### src/fes_params.svh
// Constants of the fetch/execute sequencer: widths, phase steps, opcodes
// and timing. Included by the package, the sequencer and the phase counter.
`ifndef FES_PARAMS_SVH
`define FES_PARAMS_SVH

// Data and address width of the machine word.
`define FES_WORD_W       6
// Phase counter width and its last step (octal 17).
`define FES_PHASE_W      4
`define FES_PHASE_LAST   4'hf

// Acquisition steps.
`define FES_DP_PC2MA     4'h0
`define FES_DP_RD_OPC    4'h1
`define FES_DP_OPC2X     4'h2
`define FES_DP_X2OPC     4'h3
`define FES_DP_MA_INC    4'h4
`define FES_DP_RD_OPND   4'h5
`define FES_DP_OPND2X    4'h6
`define FES_DP_X2MA      4'h7
`define FES_DP_PC_ADV    4'h8

// Execution steps.
`define FES_DP_EX_RD     4'h1
`define FES_DP_EX_X      4'h2
`define FES_DP_EX_ADD    4'h3

// Program counter step: one instruction is an even/odd word pair.
`define FES_PC_STEP      6'h02
`define FES_MA_STEP      6'h01
`define FES_RST_WORD     6'h00

// Opcodes acted on here; they and every other decodable opcode go out as decoded commands.
`define FES_OPC_ADD      6'h28
`define FES_OPC_JUMP     6'h0b
`define FES_OPC_LOAD     6'h2e

// Decoder size: basic codes and odd variants.
`define FES_N_BASIC      5'h18
`define FES_N_VARIANT    5'h06

// Timing pulse period and clock period.
`define FES_T0_PERIOD_US 50
`define FES_CLK_PERIOD_NS 4
`define FES_T0_CYC       (`FES_T0_PERIOD_US * 1000 / `FES_CLK_PERIOD_NS)
`define FES_DIV_W        16

`endif

### src/fes_pkg.sv
// Types shared by the sequencer modules.
// Assumes fes_params.svh is on the include path.
`include "fes_params.svh"

package fes_pkg;

	typedef logic [`FES_WORD_W-1:0] fes_word_t;
	typedef logic [`FES_PHASE_W-1:0] fes_phase_t;

	typedef enum logic [1:0] {
		FES_ST_RUN  = 2'b00,
		FES_ST_LOAD = 2'b01,
		FES_ST_WR   = 2'b10
	} fes_state_t;

	typedef struct packed {
		logic       valid;
		logic [4:0] idx;
	} fes_cmd_t;

endpackage

### src/fes_phase_if.sv
// Link between the sequencer core and its phase counter.
// Assumes both ends run on the same clock.
`timescale 1ns/1ps

interface fes_phase_if;
	logic              hold;
	logic              t0;
	logic              last;
	fes_pkg::fes_phase_t step;

	modport ctl (output hold, input t0, input last, input step);
	modport seq (input hold, output t0, output last, output step);
endinterface

### src/fes_sequencer.sv
// Fetch/execute sequencer top: acquisition, execution, add and jump,
// and external loading. Assumes a memory that presents read data the
// cycle after mem_rd_o and an arithmetic section with the accumulator.
`timescale 1ns/1ps
`include "fes_params.svh"

// How it works
// RULE1 - Each instruction: acquisition, then execution.
// RULE2 - Acquired once opcode and operand address loaded.
// RULE3 - Acquisition starts copying PC to address register.
// RULE4 - Opcode read into exchange, then opcode register.
// RULE5 - Address register plus one reaches operand word.
// RULE6 - Operand address via exchange into address register.
// RULE7 - PC advances to next sequential instruction.
// RULE8 - Add fetches operand word, adder sums into accumulator.
// RULE9 - Execution end returns automatically to acquisition.
// RULE10 - Loading generates storage addresses internally.
// RULE11 - Loading continues until all words received.
// RULE12 - Every word passes through exchange register.
// RULE13 - Decoder knows 30 instructions: 24 plus 6.
// RULE14 - Flag zero in acquisition blocks opcode decode.
// RULE15 - Opcode register holds six-bit instruction code.
// RULE16 - Phase counter 0..17 octal, then flag toggles.
// RULE17 - Reset gives acquisition, flag clear, count zero.
// RULE18 - Opcode even address, operand address odd.
module fes_sequencer #(
	parameter int unsigned T0_CYC = `FES_T0_CYC
) (
	// Clock and reset.
	input  wire logic       clk_i,
	input  wire logic       rst_i,
	// Memory section.
	output logic [5:0]      mem_addr_o,
	output logic            mem_rd_o,
	output logic            mem_wr_o,
	output logic [5:0]      mem_wdata_o,
	input  wire logic [5:0] mem_rdata_i,
	// Arithmetic section.
	output logic            add_o,
	output logic [5:0]      xchg_o,
	// Decoded command for the other sections.
	output logic            ae_o,
	output logic [5:0]      opcode_o,
	output logic            cmd_valid_o,
	output logic [4:0]      cmd_idx_o,
	output logic [3:0]      step_o,
	// External load input.
	input  wire logic       load_valid_i,
	input  wire logic [5:0] load_data_i,
	input  wire logic       load_last_i,
	output logic            load_ready_o
);

	fes_phase_if ph ();

	fes_phase #(.T0_CYC(T0_CYC)) u_phase (
		.clk_i (clk_i),
		.rst_i (rst_i),
		.ph    (ph.seq)
	);

	fes_pkg::fes_word_t  pc_reg, pc_next;
	fes_pkg::fes_word_t  ma_reg, ma_next;
	fes_pkg::fes_word_t  x_reg, x_next;
	fes_pkg::fes_word_t  opc_reg, opc_next; // Six bits wide. [RULE15]
	logic                ae_reg, ae_next;
	logic                add_reg, add_next;
	logic                rd_pend_reg, rd_pend_next;
	logic                last_reg, last_next;
	fes_pkg::fes_state_t st_reg, st_next;
	fes_pkg::fes_cmd_t   cmd;
	logic                acq_t0;
	logic                ex_t0;

	// Maps an opcode to a command index: even basic codes first, then
	// the odd variants; anything else is not an instruction.
	function automatic fes_pkg::fes_cmd_t decode(input logic [5:0] op);
		fes_pkg::fes_cmd_t r;
		r = '0;
		if (!op[0] && (op[5:1] < `FES_N_BASIC)) begin
			r.valid = 1'b1; // [RULE13]
			r.idx = op[5:1];
		end else if (op[0] && (op[5:1] < `FES_N_VARIANT)) begin
			r.valid = 1'b1; // [RULE13]
			r.idx = `FES_N_BASIC + op[5:1];
		end
		return r;
	endfunction

	// Decode is gated by the flag so a stale opcode cannot act early.
	always_comb begin
		cmd = decode(opc_reg);
		cmd.valid = cmd.valid && ae_reg; // [RULE14]
		acq_t0 = ph.t0 && !ae_reg;
		ex_t0 = ph.t0 && ae_reg;
	end

	// Next state of the datapath registers and the load machine.
	always_comb begin
		pc_next = pc_reg;
		ma_next = ma_reg;
		x_next = x_reg;
		opc_next = opc_reg;
		ae_next = ae_reg;
		add_next = 1'b0;
		rd_pend_next = 1'b0;
		st_next = st_reg;
		if (ph.last) begin
			ae_next = !ae_reg; // [RULE1] [RULE9] [RULE16]
		end
		// Even word holds the opcode, odd word the operand. [RULE18]
		if (acq_t0) begin
			case (ph.step)
				`FES_DP_PC2MA: ma_next = pc_reg; // [RULE3]
				`FES_DP_RD_OPC,
				`FES_DP_RD_OPND: rd_pend_next = 1'b1;
				`FES_DP_OPC2X,
				`FES_DP_OPND2X: x_next = mem_rdata_i; // [RULE12]
				`FES_DP_X2OPC: opc_next = x_reg; // [RULE4]
				`FES_DP_MA_INC: ma_next = ma_reg + `FES_MA_STEP; // [RULE5]
				`FES_DP_X2MA: ma_next = x_reg; // [RULE2] [RULE6]
				`FES_DP_PC_ADV: pc_next = pc_reg + `FES_PC_STEP; // [RULE7]
				default: ;
			endcase
		end
		if (ex_t0 && cmd.valid) begin
			case (opc_reg)
				`FES_OPC_ADD: begin
					if (ph.step == `FES_DP_EX_RD) begin
						rd_pend_next = 1'b1;
					end
					if (ph.step == `FES_DP_EX_X) begin
						x_next = mem_rdata_i; // [RULE8] [RULE12]
					end
					add_next = (ph.step == `FES_DP_EX_ADD); // [RULE8]
				end
				`FES_OPC_JUMP: begin
					if (ph.step == `FES_DP_EX_RD) begin
						pc_next = ma_reg; // Replaces the advanced PC. [RULE7]
					end
				end
				`FES_OPC_LOAD: begin
					if (ph.step == `FES_DP_EX_RD) begin
						st_next = fes_pkg::FES_ST_LOAD; // [RULE11]
					end
				end
				default: ;
			endcase
		end
		// Loading holds the phase counter; addresses come from here.
		case (st_reg)
			fes_pkg::FES_ST_RUN: ;
			fes_pkg::FES_ST_LOAD: begin
				if (load_valid_i) begin
					x_next = load_data_i; // [RULE12]
					st_next = fes_pkg::FES_ST_WR;
				end
			end
			fes_pkg::FES_ST_WR: begin
				ma_next = ma_reg + `FES_MA_STEP; // [RULE10]
				st_next = last_reg ? fes_pkg::FES_ST_RUN
				                   : fes_pkg::FES_ST_LOAD; // [RULE11]
			end
			default: st_next = fes_pkg::FES_ST_RUN;
		endcase
	end

	// Remembers whether the word being written closes the load.
	always_comb begin
		last_next = last_reg;
		if ((st_reg == fes_pkg::FES_ST_LOAD) && load_valid_i) begin
			last_next = load_last_i;
		end
	end

	always_ff @(posedge clk_i) begin
		if (rst_i) begin
			pc_reg      <= `FES_RST_WORD;
			ma_reg      <= `FES_RST_WORD;
			x_reg       <= `FES_RST_WORD;
			opc_reg     <= `FES_RST_WORD;
			ae_reg      <= 1'b0; // [RULE17]
			add_reg     <= 1'b0;
			rd_pend_reg <= 1'b0;
			last_reg    <= 1'b0;
			st_reg      <= fes_pkg::FES_ST_RUN; // [RULE17]
		end else begin
			pc_reg      <= pc_next;
			ma_reg      <= ma_next;
			x_reg       <= x_next;
			opc_reg     <= opc_next;
			ae_reg      <= ae_next;
			add_reg     <= add_next;
			rd_pend_reg <= rd_pend_next;
			last_reg    <= last_next;
			st_reg      <= st_next;
		end
	end

	// The read strobe trails its step by one cycle so the address
	// register has settled on the same step's update.
	assign ph.hold      = (st_reg != fes_pkg::FES_ST_RUN);
	assign mem_addr_o   = ma_reg;
	assign mem_rd_o     = rd_pend_reg;
	assign mem_wr_o     = (st_reg == fes_pkg::FES_ST_WR); // [RULE10]
	assign mem_wdata_o  = x_reg; // Only the exchange feeds memory. [RULE12]
	assign add_o        = add_reg;
	assign xchg_o       = x_reg;
	assign ae_o         = ae_reg;
	assign opcode_o     = opc_reg;
	assign cmd_valid_o  = cmd.valid;
	assign cmd_idx_o    = cmd.idx;
	assign step_o       = ph.step;
	assign load_ready_o = (st_reg == fes_pkg::FES_ST_LOAD);

	a_acq_blocks_decode: assert property (@(posedge clk_i) // [RULE14]
		disable iff (rst_i) !ae_o |-> !cmd_valid_o)
		else $error("command decoded during acquisition");

	a_flag_sets_exec: assert property (@(posedge clk_i) // [RULE1]
		disable iff (rst_i)
		(ph.last && !ae_o) |=> ae_o && (step_o == 4'h0))
		else $error("execution did not follow acquisition");

	a_flag_returns_acq: assert property (@(posedge clk_i) // [RULE9]
		disable iff (rst_i) (ph.last && ae_o) |=> !ae_o)
		else $error("acquisition did not follow execution");

	a_pc_to_addr: assert property (@(posedge clk_i) // [RULE3]
		disable iff (rst_i) (acq_t0 && (ph.step == 4'h0)) |=>
		(mem_addr_o == $past(pc_reg)))
		else $error("address register missed the PC");

	// Each hop of a fetched word is checked on its own step, so the
	// check does not depend on the step period.
	a_x_from_mem: assert property (@(posedge clk_i) // [RULE12]
		disable iff (rst_i)
		(acq_t0 && ((ph.step == 4'h2) || (ph.step == 4'h6))) |=>
		(xchg_o == $past(mem_rdata_i)))
		else $error("read word not captured in exchange");

	a_opcode_via_x: assert property (@(posedge clk_i) // [RULE4]
		disable iff (rst_i) (acq_t0 && (ph.step == 4'h3)) |=>
		(opcode_o == $past(xchg_o)))
		else $error("opcode not loaded from exchange");

	a_addr_odd_step: assert property (@(posedge clk_i) // [RULE5]
		disable iff (rst_i) (acq_t0 && (ph.step == 4'h4)) |=>
		(mem_addr_o == 6'($past(mem_addr_o) + 6'h01)))
		else $error("address register not advanced by one");

	a_operand_loaded: assert property (@(posedge clk_i) // [RULE6]
		disable iff (rst_i) (acq_t0 && (ph.step == 4'h7)) |=>
		(mem_addr_o == xchg_o))
		else $error("operand address not in address register");

	a_pc_advance: assert property (@(posedge clk_i) // [RULE7]
		disable iff (rst_i) (acq_t0 && (ph.step == 4'h8)) |=>
		(pc_reg == 6'($past(pc_reg) + 6'h02)))
		else $error("PC did not advance to next pair");

	a_add_cause: assert property (@(posedge clk_i) // [RULE8]
		disable iff (rst_i)
		add_o |-> ae_o && (opcode_o == 6'h28) && (step_o == 4'h4))
		else $error("add pulse without add instruction");

	a_load_addr_gen: assert property (@(posedge clk_i) // [RULE10]
		disable iff (rst_i) mem_wr_o |=> !mem_wr_o &&
		(mem_addr_o == 6'($past(mem_addr_o) + 6'h01)))
		else $error("load address not generated internally");

	a_load_through_x: assert property (@(posedge clk_i) // [RULE12]
		disable iff (rst_i) (load_ready_o && load_valid_i) |=>
		mem_wr_o && (mem_wdata_o == $past(load_data_i)))
		else $error("loaded word bypassed exchange");

	a_load_holds: assert property (@(posedge clk_i) // [RULE11]
		disable iff (rst_i)
		(load_ready_o && load_valid_i && !load_last_i) |=> ##1
		load_ready_o)
		else $error("load ended before last word");

	c_add_seen: cover property (@(posedge clk_i) disable iff (rst_i) add_o);
	c_jump_seen: cover property (@(posedge clk_i) disable iff (rst_i)
		ex_t0 && (opcode_o == 6'h0b) && (step_o == 4'h1));
	c_load_end: cover property (@(posedge clk_i) disable iff (rst_i)
		mem_wr_o && last_reg);
	c_full_cycle: cover property (@(posedge clk_i) disable iff (rst_i)
		ph.last && ae_o);

endmodule

### src/fes_phase.sv
// Timing pulse divider and 4-bit phase counter.
// Assumes a synchronous active-high reset and one clock.
`timescale 1ns/1ps
`include "fes_params.svh"

module fes_phase #(
	parameter int unsigned T0_CYC = `FES_T0_CYC
) (
	// Clock and reset.
	input  wire logic clk_i,
	input  wire logic rst_i,
	// Phase link.
	fes_phase_if.seq  ph
);

	// Only the low bits of the last count are kept; the width covers the
	// full divide ratio, so nothing of value is cut.
	localparam int unsigned DIV_LAST_I = T0_CYC - 1;
	localparam logic [`FES_DIV_W-1:0] DIV_LAST = DIV_LAST_I[`FES_DIV_W-1:0];

	logic [`FES_DIV_W-1:0] div_reg;
	logic [`FES_DIV_W-1:0] div_next;
	fes_pkg::fes_phase_t   step_reg;
	fes_pkg::fes_phase_t   step_next;
	logic                  tick;

	// The divider runs free; a held sequencer simply lets ticks pass.
	always_comb begin
		tick = (div_reg == DIV_LAST);
		div_next = tick ? '0 : div_reg + 1'b1;
		step_next = step_reg;
		if (tick && !ph.hold) begin
			step_next = step_reg + 1'b1; // Wraps 17 to 0. [RULE16]
		end
	end

	always_ff @(posedge clk_i) begin
		if (rst_i) begin
			div_reg  <= '0;
			step_reg <= '0; // [RULE17]
		end else begin
			div_reg  <= div_next;
			step_reg <= step_next;
		end
	end

	// One pulse per step, withheld while held.
	assign ph.t0   = tick && !ph.hold;
	assign ph.step = step_reg;
	assign ph.last = ph.t0 && (step_reg == `FES_PHASE_LAST); // [RULE16]

	a_phase_wrap: assert property (@(posedge clk_i) // [RULE16]
		disable iff (rst_i) ph.last |=> (ph.step == 4'h0))
		else $error("phase counter did not clear after last step");

	a_phase_step: assert property (@(posedge clk_i) // [RULE16]
		disable iff (rst_i) (ph.t0 && !ph.last) |=>
		(ph.step == 4'($past(ph.step) + 1'b1)))
		else $error("phase counter did not advance by one");

	a_hold_freeze: assert property (@(posedge clk_i) // [RULE16]
		disable iff (rst_i) ph.hold |=> $stable(ph.step))
		else $error("phase counter moved while held");

endmodule

### config.mk
export PLATFORM = sky130hd
export DESIGN_NAME = fes_sequencer
export DESIGN_NICKNAME = d
export VERILOG_FILES = /design/src/fes_pkg.sv /design/src/fes_phase_if.sv /design/src/fes_sequencer.sv /design/src/fes_phase.sv
export VERILOG_INCLUDE_DIRS = /design/src
export SDC_FILE = /design/constraint.sdc
export NUM_CORES = 1
export LEC_CHECK = 0
export BUFFER_PORTS_ARGS = -buffer_cell sky130_fd_sc_hd__buf_2
export CAP_MARGIN = 20
export CORE_MARGIN = 2
export CORE_UTILIZATION = 37
export DETAILED_ROUTE_END_ITERATION = 10
export PLACE_DENSITY_LB_ADDON = 0.15
export SLEW_MARGIN = 40
export SYNTH_ARGS = -nofsm -noshare
export SYNTH_HDL_FRONTEND = slang
export SYNTH_HIERARCHICAL = 1
export SYNTH_SLANG_ARGS = --single-unit
### constraint.sdc
create_clock -name clk_i -period 5.4 [get_ports clk_i]
set_input_delay 0.27 -clock clk_i [delete_from_list [all_inputs] [get_ports clk_i]]
set_output_delay 0.27 -clock clk_i [all_outputs]
set_load 0.005 [all_outputs]
==> impl_results.rst, run 1 <==
.. list-table::
   :header-rows: 1

   * - Metric
     - Value
   * - Overflow after GRT
     - 0
   * - Count of antenna-violating nets left after detailed routing
     - 0
   * - CTS Sinks
     - 50
   * - Internal power summed over all cells
     - between 0.4 and 0.5 mW
   * - Crit Path Max Fanout
     - 8
   * - Source-to-sink clock delay at the later pin of the worst-skew pair
     - 0.30 ns
   * - Worst VDD drop
     - ~0.094 mV
   * - Clock tree from TritonCTS
     - built
   * - Number of cells upsized or downsized after cts
     - 0
   * - Area growth from synthesis to layout
     - 13.3%
   * - Initial antenna violation count
     - 0
   * - Mean Syn Cell Area
     - 8.23 sq um
   * - Number of hold violations in the final report
     - 0
   * - DRT iter0 DRCs
     - 147
   * - Finished layout cell area
     - between 0.003 and 0.004 sq mm
   * - Top library cells by usage in the layout, fill and taps aside
     - 54 x buf_2, 49 x dfxtp_1, 40 x nor2_1
   * - Clock-pin slew reported for the worst setup and hold paths after clock tree synthesis
     - 0.10 ns
   * - # Post-CTS Setup Buffers
     - 0
   * - Number of port buffers
     - 54
   * - CTS max path bufs
     - 2
   * - Max H-tree Level
     - 2
   * - Leakage
     - about 1.3 nW
   * - Clock buffer count from CTS
     - 5
   * - Leading cell type in the layout, fill and taps excluded
     - buf_2
   * - Total length of routed wires
     - 7.22 mm
   * - Filler cell count in the final layout
     - between 700 and 800
   * - Number of distinct standard cells referenced by the synthesized netlist
     - 58
   * - Critical Path Source Type
     - flip-flop
   * - Worst slew margin
     - 0.546
   * - Post-CTS Hold Buffers
     - 0
   * - Total GRT Usage
     - 0.180
   * - Result of the run
     - complete, no violations
   * - Netlist area before placement
     - 0.00282 sq mm
   * - Final Wtd Congestion
     - slightly below 0.9
   * - Relative contribution of the clock network to total power
     - 0.362
   * - Number of flip-flops under the largest register name
     - 16
   * - Number of violations of the max-capacitance limit
     - 0
   * - Placed standard-cell area
     - 0.00310 sq mm
   * - Number of iterations in the first detailed-routing pass
     - 5
   * - Switch share
     - 0.235
   * - Post-Syn Nets
     - between 300 and 400
   * - Crit end category
     - flip-flop
   * - Combined area of the multi-input logic cells
     - about 0.0016 sq mm
   * - Ports
     - 55
   * - Setup TNS
     - 0 ns
   * - Net Switching
     - about 0.14 mW
   * - Flop pwr share
     - 0.606
   * - Die outline width
     - 91.2 um
   * - Final Setup Violations
     - 0
   * - FFs w/ async S/R, synth
     - 0
   * - Highest achievable clock rate
     - about 330 MHz
   * - DPL Wire Length
     - ~5.2 mm
   * - Classification of the worst-slack hold path
     - input port to flip-flop
   * - Number of warnings issued by yosys
     - 6
   * - Min Hold Slack
     - roughly 0.19 ns
   * - Number of enable-type register cells in the synthesized netlist
     - 0
   * - Num rows
     - 31
   * - Arrival time of data at the critical path endpoint
     - 3.23 ns
   * - Final worst path period share
     - 0.567
   * - Total number of nets in the final design
     - 405
   * - Fraction of final layout cells with drive strength greater than 1
     - 0.191
   * - Area taken by flip-flops and latches
     - 0.00100 sq mm
   * - Die ar.
     - 0.00832 sq mm
   * - Number of antenna diodes
     - 0
   * - Crit Path Category
     - flip-flop to flip-flop
   * - Via-per-instance ratio
     - about 5.3
   * - Pin slew with the least headroom to its limit
     - 0.674 ns
   * - Total number of vias
     - between 2000 and 3000
   * - Power per unit of standard cell area
     - 192 mW/mm^2
   * - Flip-flop and latch count after synthesis
     - 50
   * - Largest net degree at the start of global routing
     - 32
   * - Die boundary height
     - roughly 91 um
   * - Clock period minus worst slack
     - ~3.1 ns
   * - Placeable core area
     - 0.00729 sq mm
   * - Initial core utilization
     - 0.386
   * - Root buffer cell
     - clkbuf_8
   * - RSZ-0062 raised after global routing
     - false
   * - Drt drc
     - 0
   * - Sequential-to-total area share from yosys stat
     - 0.356
   * - Routed length per placed instance
     - around 15 um
   * - Instance count of the mapped netlist
     - between 300 and 400
   * - Maximum clock skew at final layout
     - approximately 0.013 ns
   * - Main flop type after synthesis
     - dfxtp_1
   * - Max Transition Viols Final
     - 0
   * - Proportion of power drawn by combinational gates
     - 0.032
   * - Via count of the first global-routing pass
     - 2496
   * - First-pass GRT wire length
     - 12.4 mm
   * - Worst endpoint required time
     - between 5 and 6 ns
## critical path, cell delays in order, from the launching register on
cell	delay [ns]
dfxtp_1	0.34
or4_4	0.54
or4_1	0.69
inv_1	0.19
or3b_1	0.48
nor3_4	0.40
mux2i_1	0.24
nor2_1	0.05
## path summary, 6_finish.rpt
kind	to	depth (start not counted)	slack (ns)	startpoint
worst min-delay path	last_reg	3	0.19	load_last_i
worst max register to register	opcode_o[5]	7	2.34	u_phase/div_reg[11]
worst max-delay path	opcode_o[5]	7	2.34	u_phase/div_reg[11]
worst min register to register	u_phase/div_reg[0]	1	0.44	u_phase/div_reg[0]
## per-stage QoR
step	instances	total power [mW]	worst slack [ns]	utilization
4_1_cts	482	0.624	2.33	0.437
2_1_floorplan	342	0.390	2.61	-
5_1_grt	482	0.640	2.11	0.438
6_report	482	0.613	2.34	0.438
3_3_place_gp	474	0.399	2.41	0.425
3_5_place_dp	474	0.400	2.35	0.425
## metal layers
metal / GRT usage / wire (um) / vias up
met2: 0.283 / 3220 / 69
met3: 0.0307 / 357 / 6
met4: 0.0467 / 80 / 0
met1: 0.257 / 3560 / 1202
li1: - / - / 1299
met5: 0 / 0 / -
## power groups by stage
stage / combinational (mW) / clock [mW] / sequential (mW)
2_1_floorplan: 0.0102 / 0 / 0.380
3_3_place_gp: 0.0191 / 0 / 0.380
3_5_place_dp: 0.0193 / 0 / 0.380
4_1_cts: 0.0194 / 0.232 / 0.372
5_1_grt: 0.0217 / 0.246 / 0.372
6_report: 0.0194 / 0.222 / 0.372
## synth_stat cells, types with 5 or more instances
cell type,number,share of area
nand3_1,20,0.036
and2_1,5,0.011
xor2_1,12,0.037
mux2i_1,8,0.028
a21oi_1,13,0.023
inv_1,20,0.027
ha_1,7,0.031
o31ai_1,6,0.016
buf_4,6,0.016
or3_1,5,0.011
nand4_1,5,0.011
a311oi_1,8,0.025
nand2_1,25,0.033
nor2b_1,7,0.016
nor2_1,40,0.053
o22ai_1,7,0.016
xnor2_1,7,0.022
o21ai_0,13,0.023
clkbuf_1,10,0.013
dfxtp_1,50,0.36
## area by class of cell
type,count,area share
tap,99,0.0388
timing repair buffer,55,0.0871
clock buffer,5,0.0216
sequential,50,0.314
inverter,21,0.0247
clock inverter,3,0.00667
multi-input combinational,249,0.507
## kinds of logic after synthesis
family / share of synthesized area
xor gates and xnor gates: 0.0591
muxes: 0.0284
DFF: 0.356
and+or+nand+nor: 0.276
adders and majority gates: 0.0311
buffers and inverters: 0.0698
AOI/OAI and AO/OA: 0.180
Power figures use the tool's default switching activity.
==> run 2: changes to the inputs <==
--- a/config.mk
+++ b/config.mk
@@ -6,6 +6,7 @@
 export SDC_FILE = /design/constraint.sdc
 export NUM_CORES = 1
 export LEC_CHECK = 0
+export ABC_AREA = 1
 export BUFFER_PORTS_ARGS = -buffer_cell sky130_fd_sc_hd__buf_2
 export CAP_MARGIN = 20
 export CORE_MARGIN = 2
==> constraint.sdc (replaced) <==
create_clock -name clk_i -period 2.95 [get_ports clk_i]
set_input_delay 0.1475 -clock clk_i [delete_from_list [all_inputs] [get_ports clk_i]]
set_output_delay 0.1475 -clock clk_i [all_outputs]
set_load 0.005 [all_outputs]
==> run 2 against run 1 <==
  * Total power grew 97%
  * Area after synthesis grew 3.9%
  * Routed wire length shrank 2.0%
  * Clock skew shrank 0.0034 ns
  * Synthesized cell count grew 27%
  * Non-clock buffer count shrank 1
  * Hold slack lost 0.080 ns
  * Sequential power grew 83%
==> impl_results.rst, run 2 <==
.. list-table::
   :header-rows: 1

   * - Metric
     - Value
   * - DRT iter0 DRCs
     - around 120
   * - Sequential-to-total area share from yosys stat
     - 0.342
   * - Most frequent cells after synthesis
     - 78 x nand2_1, 67 x nor2_1, 66 x inv_1, 50 x dfxtp_1, 29 x nand3_1
   * - Instance count of the mapped netlist
     - around 430
   * - Worst VDD drop
     - 0.208 mV
   * - Combined area of the multi-input logic cells
     - approximately 0.0015 sq mm
   * - Number of hold violations in the final report
     - 0
   * - Final worst setup slack
     - 0.350 ns
   * - Classification of the worst-slack hold path
     - input port to flip-flop
   * - Fraction of final layout cells with drive strength greater than 1
     - 0.202
   * - Final worst path period share
     - 0.881
   * - Post-layout power
     - about 1.2 mW
   * - Total number of nets in the final design
     - 503
   * - Initial core utilization
     - 0.380
   * - Initial antenna violation count
     - 0
   * - FFs w/ async S/R, synth
     - 0
   * - Total number of vias
     - roughly 2700
   * - DPL Wire Length
     - approximately 5.5 mm
   * - Power per unit of standard cell area
     - between 300 and 400 mW/mm^2
   * - Final Wtd Congestion
     - around 0.84
   * - Die ar.
     - 0.00863 sq mm
   * - Post-CTS Hold Buffers
     - 0
   * - Maximum clock skew at final layout
     - just under 0.01 ns
   * - Clock tree from TritonCTS
     - built
   * - # Post-CTS Setup Buffers
     - 0
   * - Top library cells by usage in the layout, fill and taps aside
     - 78 x nand2_1, 67 x nor2_1, 66 x inv_1
   * - Main flop type after synthesis
     - dfxtp_1
   * - Filler cell count in the final layout
     - 823
   * - Flip-flop and latch count after synthesis
     - 50
   * - Arrival time of data at the critical path endpoint
     - 2.80 ns
   * - Leading cell type in the layout, fill and taps excluded
     - nand2_1
   * - Setup TNS
     - 0 ns
   * - Crit Path Category
     - flip-flop to flip-flop
   * - Finished layout cell area
     - about 0.0033 sq mm
   * - Total GRT Usage
     - 0.169
   * - Max Transition Viols Final
     - 0
   * - Crit end category
     - flip-flop
   * - Number of antenna diodes
     - 0
   * - Crit Path Max Fanout
     - 12
   * - CTS max path bufs
     - 2
   * - Number of enable-type register cells in the synthesized netlist
     - 0
   * - Worst slack after detailed placement
     - 0.375 ns
   * - Source-to-sink clock delay at the later pin of the worst-skew pair
     - 0.30 ns
   * - Top cell by count, worst path
     - nor2_1
   * - Number of port buffers
     - 54
   * - Highest achievable clock rate
     - 385 MHz
   * - Num rows
     - 32
   * - Placed standard-cell area
     - about 0.0032 sq mm
   * - Via-per-instance ratio
     - roughly 4.7
   * - Root buffer cell
     - clkbuf_8
   * - Post-Syn Nets
     - 456
   * - Routed length per placed instance
     - between 10 and 15 um
   * - Ports
     - between 50 and 60
   * - Final Setup Violations
     - 0
   * - Area growth from synthesis to layout
     - 14.0%
   * - Number of warnings issued by yosys
     - 6
   * - Clock-pin slew reported for the worst setup and hold paths after clock tree synthesis
     - about 0.10 ns
   * - Placeable core area
     - about 0.0077 sq mm
   * - Max H-tree Level
     - 2
   * - Ranking of synthesized cells by area
     - dfxtp_1 34%, nand2_1 10%, nor2_1 8.6%, inv_1 8.5%, nand3_1 5.0%
   * - Number of cells upsized or downsized after cts
     - 0
   * - Number of violations of the max-capacitance limit
     - 0
   * - Result of the run
     - complete, no violations
   * - Mean Syn Cell Area
     - between 6 and 7 sq um
   * - Crit path cell chain
     - ha_1 > inv_1 > nor2_1 > nand2_1 > nor2_2 > nand3_2 > inv_1 > nand2_2 > nor2_2 > nand3b_1 > nand3_1 > nand2_1 > nor2_1 > nor2_1
   * - Overflow after GRT
     - 0
   * - Die outline width
     - 92.9 um
   * - Largest net degree at the start of global routing
     - 25
   * - Worst slew margin
     - 0.581
   * - CTS Sinks
     - 50
   * - Crit-path slowest cell
     - nand3b_1
   * - Netlist area before placement
     - between 0.002 and 0.003 sq mm
   * - Number of flip-flops under the largest register name
     - 16
   * - Drt drc
     - 0
   * - Library cell with the largest summed area after synthesis
     - dfxtp_1
   * - Leakage
     - 1.50 nW
   * - RSZ-0062 raised after global routing
     - false
   * - Die boundary height
     - between 90 and 100 um
   * - Pin slew with the least headroom to its limit
     - around 0.63 ns
   * - Most frequent cell after synthesis
     - nand2_1
   * - Via count of the first global-routing pass
     - approximately 2400
   * - Worst endpoint required time
     - between 3 and 4 ns
   * - Clock period minus worst slack
     - roughly 2.6 ns
   * - Area taken by flip-flops and latches
     - roughly 0.001 sq mm
   * - Clock buffer count from CTS
     - 5
   * - Number of iterations in the first detailed-routing pass
     - 4
   * - Count of antenna-violating nets left after detailed routing
     - 0
   * - Critical Path Source Type
     - flip-flop
   * - Critical path's largest stage delay
     - 0.46 ns
   * - Total length of routed wires
     - 7.07 mm
   * - First-pass GRT wire length
     - roughly 12 mm
   * - Number of distinct standard cells referenced by the synthesized netlist
     - 37
   * - Top-area cell type share of the netlist area
     - 0.342
==> run 2: layout make-up <==
| cell class | instances | area share |
|---|---|---|
| multi-input cells | 295 | 0.464 |
| flip-flops and latches | 50 | 0.300 |
| inverters | 74 | 0.0833 |
| repair buffers | 54 | 0.0811 |
| well taps | 102 | 0.0383 |
| clock buffers | 5 | 0.0206 |
| clock inverters | 3 | 0.0120 |
==> run 2: metrics by stage <==
stage          instances  hold WS, ns   util
2_1_floorplan        433        0.217      -
3_3_place_gp         575        0.424  0.419
3_5_place_dp         575        0.439  0.419
4_1_cts              583        0.102  0.434
5_1_grt              583        0.116  0.434
6_report             583        0.111  0.434
==> run 2: power breakdown <==
group	switching, mW	internal (mW)
Combinational	0.0235	0.0141
Sequential	0.00317	0.678
Clock	0.237	0.250
==> run 2: kinds of logic after synthesis <==
| logic type | after synthesis | synth area share |
|---|---|---|
| flip-flops | 50 | 0.342 |
| buffers and inverters | 88 | 0.128 |
| AO/OA/AOI/OAI | 68 | 0.136 |
| XOR/XNOR | 11 | 0.0330 |
| adder cells (fa/ha/maj) | 7 | 0.0300 |
| AND/OR/NAND/NOR | 209 | 0.331 |
==> run 2: worst paths after layout <==
check                     startpoint            endpoint  slack, ns  cells after the start
setup reg to reg  u_phase/div_reg[0]      mem_wdata_o[0]       0.35                     14
hold reg to reg   u_phase/div_reg[0]  u_phase/div_reg[0]       0.47                      1
hold / removal        load_data_i[4]      mem_wdata_o[4]       0.11                      3
setup / recovery  u_phase/div_reg[0]      mem_wdata_o[0]       0.35                     14
==> run 2: metal layers <==
layer	up-vias	track usage	routed length, um
li1	1464	-	-
met1	1201	0.250	3710
met2	44	0.255	3070
met3	5	0.0293	242
met4	0	0.0368	50
met5	-	0	0
==> run 2: critical path, delay by kind of cell (launching register included) <==
family / cells / cell delay [ns]
simple gates: 11 / 1.65
fa+ha+maj: 1 / 0.19
buf+inv: 2 / 0.27
flops: 1 / 0.38
==> run 3: changes to the inputs <==
--- a/config.mk
+++ b/config.mk
@@ -12,7 +12,8 @@
 export CORE_MARGIN = 2
 export CORE_UTILIZATION = 37
 export DETAILED_ROUTE_END_ITERATION = 10
-export PLACE_DENSITY_LB_ADDON = 0.15
+export GPL_TIMING_DRIVEN = 0
+export PLACE_DENSITY_LB_ADDON = 0.1
 export SLEW_MARGIN = 40
 export SYNTH_ARGS = -nofsm -noshare
 export SYNTH_HDL_FRONTEND = slang
==> run 3 against run 2 <==
  * Routed wire length is 2.1% higher
  * Global-route usage rose by 0.82 points
  * Total power rose by 0.24%
  * Combinational power up 12%
  * Die area unchanged
  * Worst setup slack improved by 0.14 ns
  * Non-clock buffer count grew 14
  * Clock-buffer cell count unchanged
  * Sequential share of layout area shrank 0.85 points
  * Via count increased by 3.4%
  * Sequential power about the same
==> impl_results.rst, run 3 (synthesis results as in run 2) <==
.. list-table::
   :header-rows: 1

   * - Metric
     - Value
   * - Proportion of power drawn by combinational gates
     - 0.035
   * - Final Setup Violations
     - 0
   * - Top cell by count, worst path
     - nor2_1
   * - DPL Wire Length
     - between 5 and 6 mm
   * - Maximum clock skew at final layout
     - ~0.010 ns
   * - Endpoint of the worst hold path
     - mem_wdata_o[5]
   * - Arrival time of data at the critical path endpoint
     - between 2 and 3 ns
   * - Die ar.
     - roughly 0.0086 sq mm
   * - Number of flip-flops under the largest register name
     - 16
   * - Pin slew with the least headroom to its limit
     - 0.436 ns
   * - Number of hold violations in the final report
     - 0
   * - Count of antenna-violating nets left after detailed routing
     - 0
   * - Ports
     - between 50 and 60
   * - Total GRT Usage
     - 0.177
   * - Fraction of final layout cells with drive strength greater than 1
     - 0.218
   * - Leakage
     - between 1.5 and 2 nW
   * - Crit path cell chain
     - ha_1 > inv_1 > nor2_1 > nand2_1 > nor2_2 > nand3_2 > inv_1 > nand2_2 > nor2_2 > nand3b_1 > buf_2 > nand3_1 > nand2_1 > nor2_1 > nor2_1
   * - Placeable core area
     - a little under 0.008 sq mm
   * - Routed length per placed instance
     - about 12 um
   * - Top library cells by usage in the layout, fill and taps aside
     - 78 x nand2_1, 67 x nor2_1, 66 x inv_1
   * - Path depth of the worst reg2reg path
     - 15
   * - DRT iter0 DRCs
     - around 140
   * - Register-to-Register Setup Slack
     - ~0.49 ns
   * - Number of violations of the max-capacitance limit
     - 0
   * - Finished layout cell area
     - around 0.0034 sq mm
   * - Number of cells upsized or downsized after cts
     - 0
   * - Critical Path Source Type
     - flip-flop
   * - Total length of routed wires
     - just over 7 mm
   * - Area growth from synthesis to layout
     - 17.3%
   * - Clock buffer count from CTS
     - 5
   * - Relative contribution of the clock network to total power
     - 0.402
   * - Crit Path Category
     - flip-flop to flip-flop
   * - Power per unit of standard cell area
     - around 350 mW/mm^2
   * - Total number of vias
     - roughly 2800
   * - Launch instance of the worst min-delay path
     - load_data_i[5]
   * - CTS max path bufs
     - 2
   * - Worst VDD drop
     - ~0.22 mV
   * - # Post-CTS Setup Buffers
     - 0
   * - Flop pwr share
     - 0.563
   * - Critical path's largest stage delay
     - around 0.38 ns
   * - First-pass GRT wire length
     - 12.3 mm
   * - Num rows
     - 32
   * - Die boundary height
     - around 93 um
   * - Non-filler cells, final
     - 597
   * - Crit Path Max Fanout
     - 10
   * - RSZ-0062 raised after global routing
     - false
   * - Drt drc
     - 0
   * - Classification of the worst-slack hold path
     - input port to flip-flop
   * - Core utilization of the finished layout
     - 0.446
   * - Setup TNS
     - 0 ns
   * - Post-layout power
     - between 1 and 1.5 mW
   * - Post-CTS Hold Buffers
     - 0
   * - Final Wtd Congestion
     - around 0.86
   * - Family of cells with the greatest summed delay on the critical path
     - simple AND/OR/NAND/NOR gates
   * - Result of the run
     - complete, no violations
   * - Clock tree from TritonCTS
     - built
   * - Placed Cells incl. Taps
     - just under 600
   * - Switch share
     - 0.219
   * - Worst Hold Depth
     - 3
   * - Start of the worst register-to-register path
     - u_phase/div_reg[0]
   * - Final worst path period share
     - 0.833
   * - Via count of the first global-routing pass
     - 2648
   * - Highest achievable clock rate
     - ~400 MHz
   * - Source-to-sink clock delay at the later pin of the worst-skew pair
     - about 0.31 ns
   * - CP Buf/Inv Count
     - 3
   * - Initial antenna violation count
     - 0
   * - Total number of nets in the final design
     - between 500 and 600
   * - Max Transition Viols Final
     - 0
   * - Max H-tree Level
     - 2
   * - Worst flop-to-flop path endpoint
     - mem_wdata_o[4]
   * - Die outline width
     - approximately 93 um
   * - Clock period minus worst slack
     - approximately 2.5 ns
   * - Number of antenna diodes
     - 0
   * - Worst endpoint required time
     - 3.16 ns
   * - Net Switching
     - approximately 0.26 mW
   * - Leading cell type in the layout, fill and taps excluded
     - nand2_1
   * - Clock-pin slew reported for the worst setup and hold paths after clock tree synthesis
     - 0.10 ns
   * - Number of iterations in the first detailed-routing pass
     - 4
   * - Crit-path slowest cell
     - dfxtp_1
   * - CTS Sinks
     - 50
   * - Crit end category
     - flip-flop
   * - Largest net degree at the start of global routing
     - 16
   * - Number of port buffers
     - 54
   * - Placed standard-cell area
     - between 0.003 and 0.004 sq mm
   * - Worst slew margin
     - 0.709
   * - Filler cell count in the final layout
     - approximately 850
   * - Root buffer cell
     - clkbuf_8
   * - Initial core utilization
     - 0.380
   * - Via-per-instance ratio
     - ~4.7
   * - Overflow after GRT
     - 0
   * - Internal power summed over all cells
     - roughly 0.94 mW
run 3: changes by cell type in the layout (fill, tap and decap cells not counted):
cell      previous run  this run
buf_1                0         1
buf_2               54        57
buf_4                0         6
buf_6                0         1
buf_8                0         1
clkbuf_1             0         2
run 3: how the worst max path moves through the flow:
| stage | start | to | slack [ns] | depth (start not counted) |
|---|---|---|---|---|
| after floorplan | u_phase/div_reg[0] | mem_wdata_o[4] | 0.86 | 15 |
| after global placement | u_phase/div_reg[0] | mem_wdata_o[5] | 0.49 | 15 |
| after detailed placement | u_phase/div_reg[0] | mem_wdata_o[4] | 0.49 | 15 |
| after CTS | u_phase/div_reg[0] | mem_wdata_o[5] | 0.48 | 15 |
| after global routing | u_phase/div_reg[0] | mem_wdata_o[4] | 0.05 | 15 |
| final | u_phase/div_reg[0] | mem_wdata_o[4] | 0.49 | 15 |
run 3: metrics by stage:
stage	worst slack (ns)	hold WS [ns]
6_report	0.494	0.117
5_1_grt	0.0492	0.121
4_1_cts	0.478	0.112
3_5_place_dp	0.494	0.436
3_3_place_gp	0.493	0.433
2_1_floorplan	0.860	0.217
run 3: cell type report:
class                      count  area, sq um  area share
sequential                    50         1000       0.292
clock buffer                   5         68.8      0.0201
inverter                      74          278      0.0810
multi-input combinational    295         1550       0.451
buffer                        14         97.6      0.0284
clock inverter                 3         40.0      0.0117
tap                          102          128      0.0372
timing repair buffer          54          270      0.0788
run 3: power by group through the flow:
stage	clock [mW]	combinational [mW]	sequential [mW]
5_1_grt	0.531	0.0481	0.682
3_3_place_gp	0	0.0424	0.696
3_5_place_dp	0	0.0426	0.696
6_report	0.486	0.0421	0.681
2_1_floorplan	0	0.0227	0.696
4_1_cts	0.505	0.0429	0.681
run 3: worst reg2reg max path, stage by stage, from the launching register on:
cell      delay (ns)
dfxtp_1         0.38
ha_1            0.20
inv_1           0.06
nor2_1          0.22
nand2_1         0.11
nor2_2          0.12
nand3_2         0.14
inv_1           0.21
nand2_2         0.12
nor2_2          0.13
nand3b_1        0.13
buf_2           0.24
nand3_1         0.11
nand2_1         0.05
nor2_1          0.11
nor2_1          0.05
run 3: metal layers:
| metal | global-route usage | share of wire | routed length (um) | vias up |
|---|---|---|---|---|
| met2 | 0.290 | 0.44 | 3140 | 45 |
| met4 | 0.0404 | 0.010 | 74 | 0 |
| li1 | - | - | - | 1494 |
| met1 | 0.244 | 0.52 | 3740 | 1261 |
| met5 | 0 | 0 | 0 | - |
| met3 | 0.0293 | 0.035 | 255 | 7 |
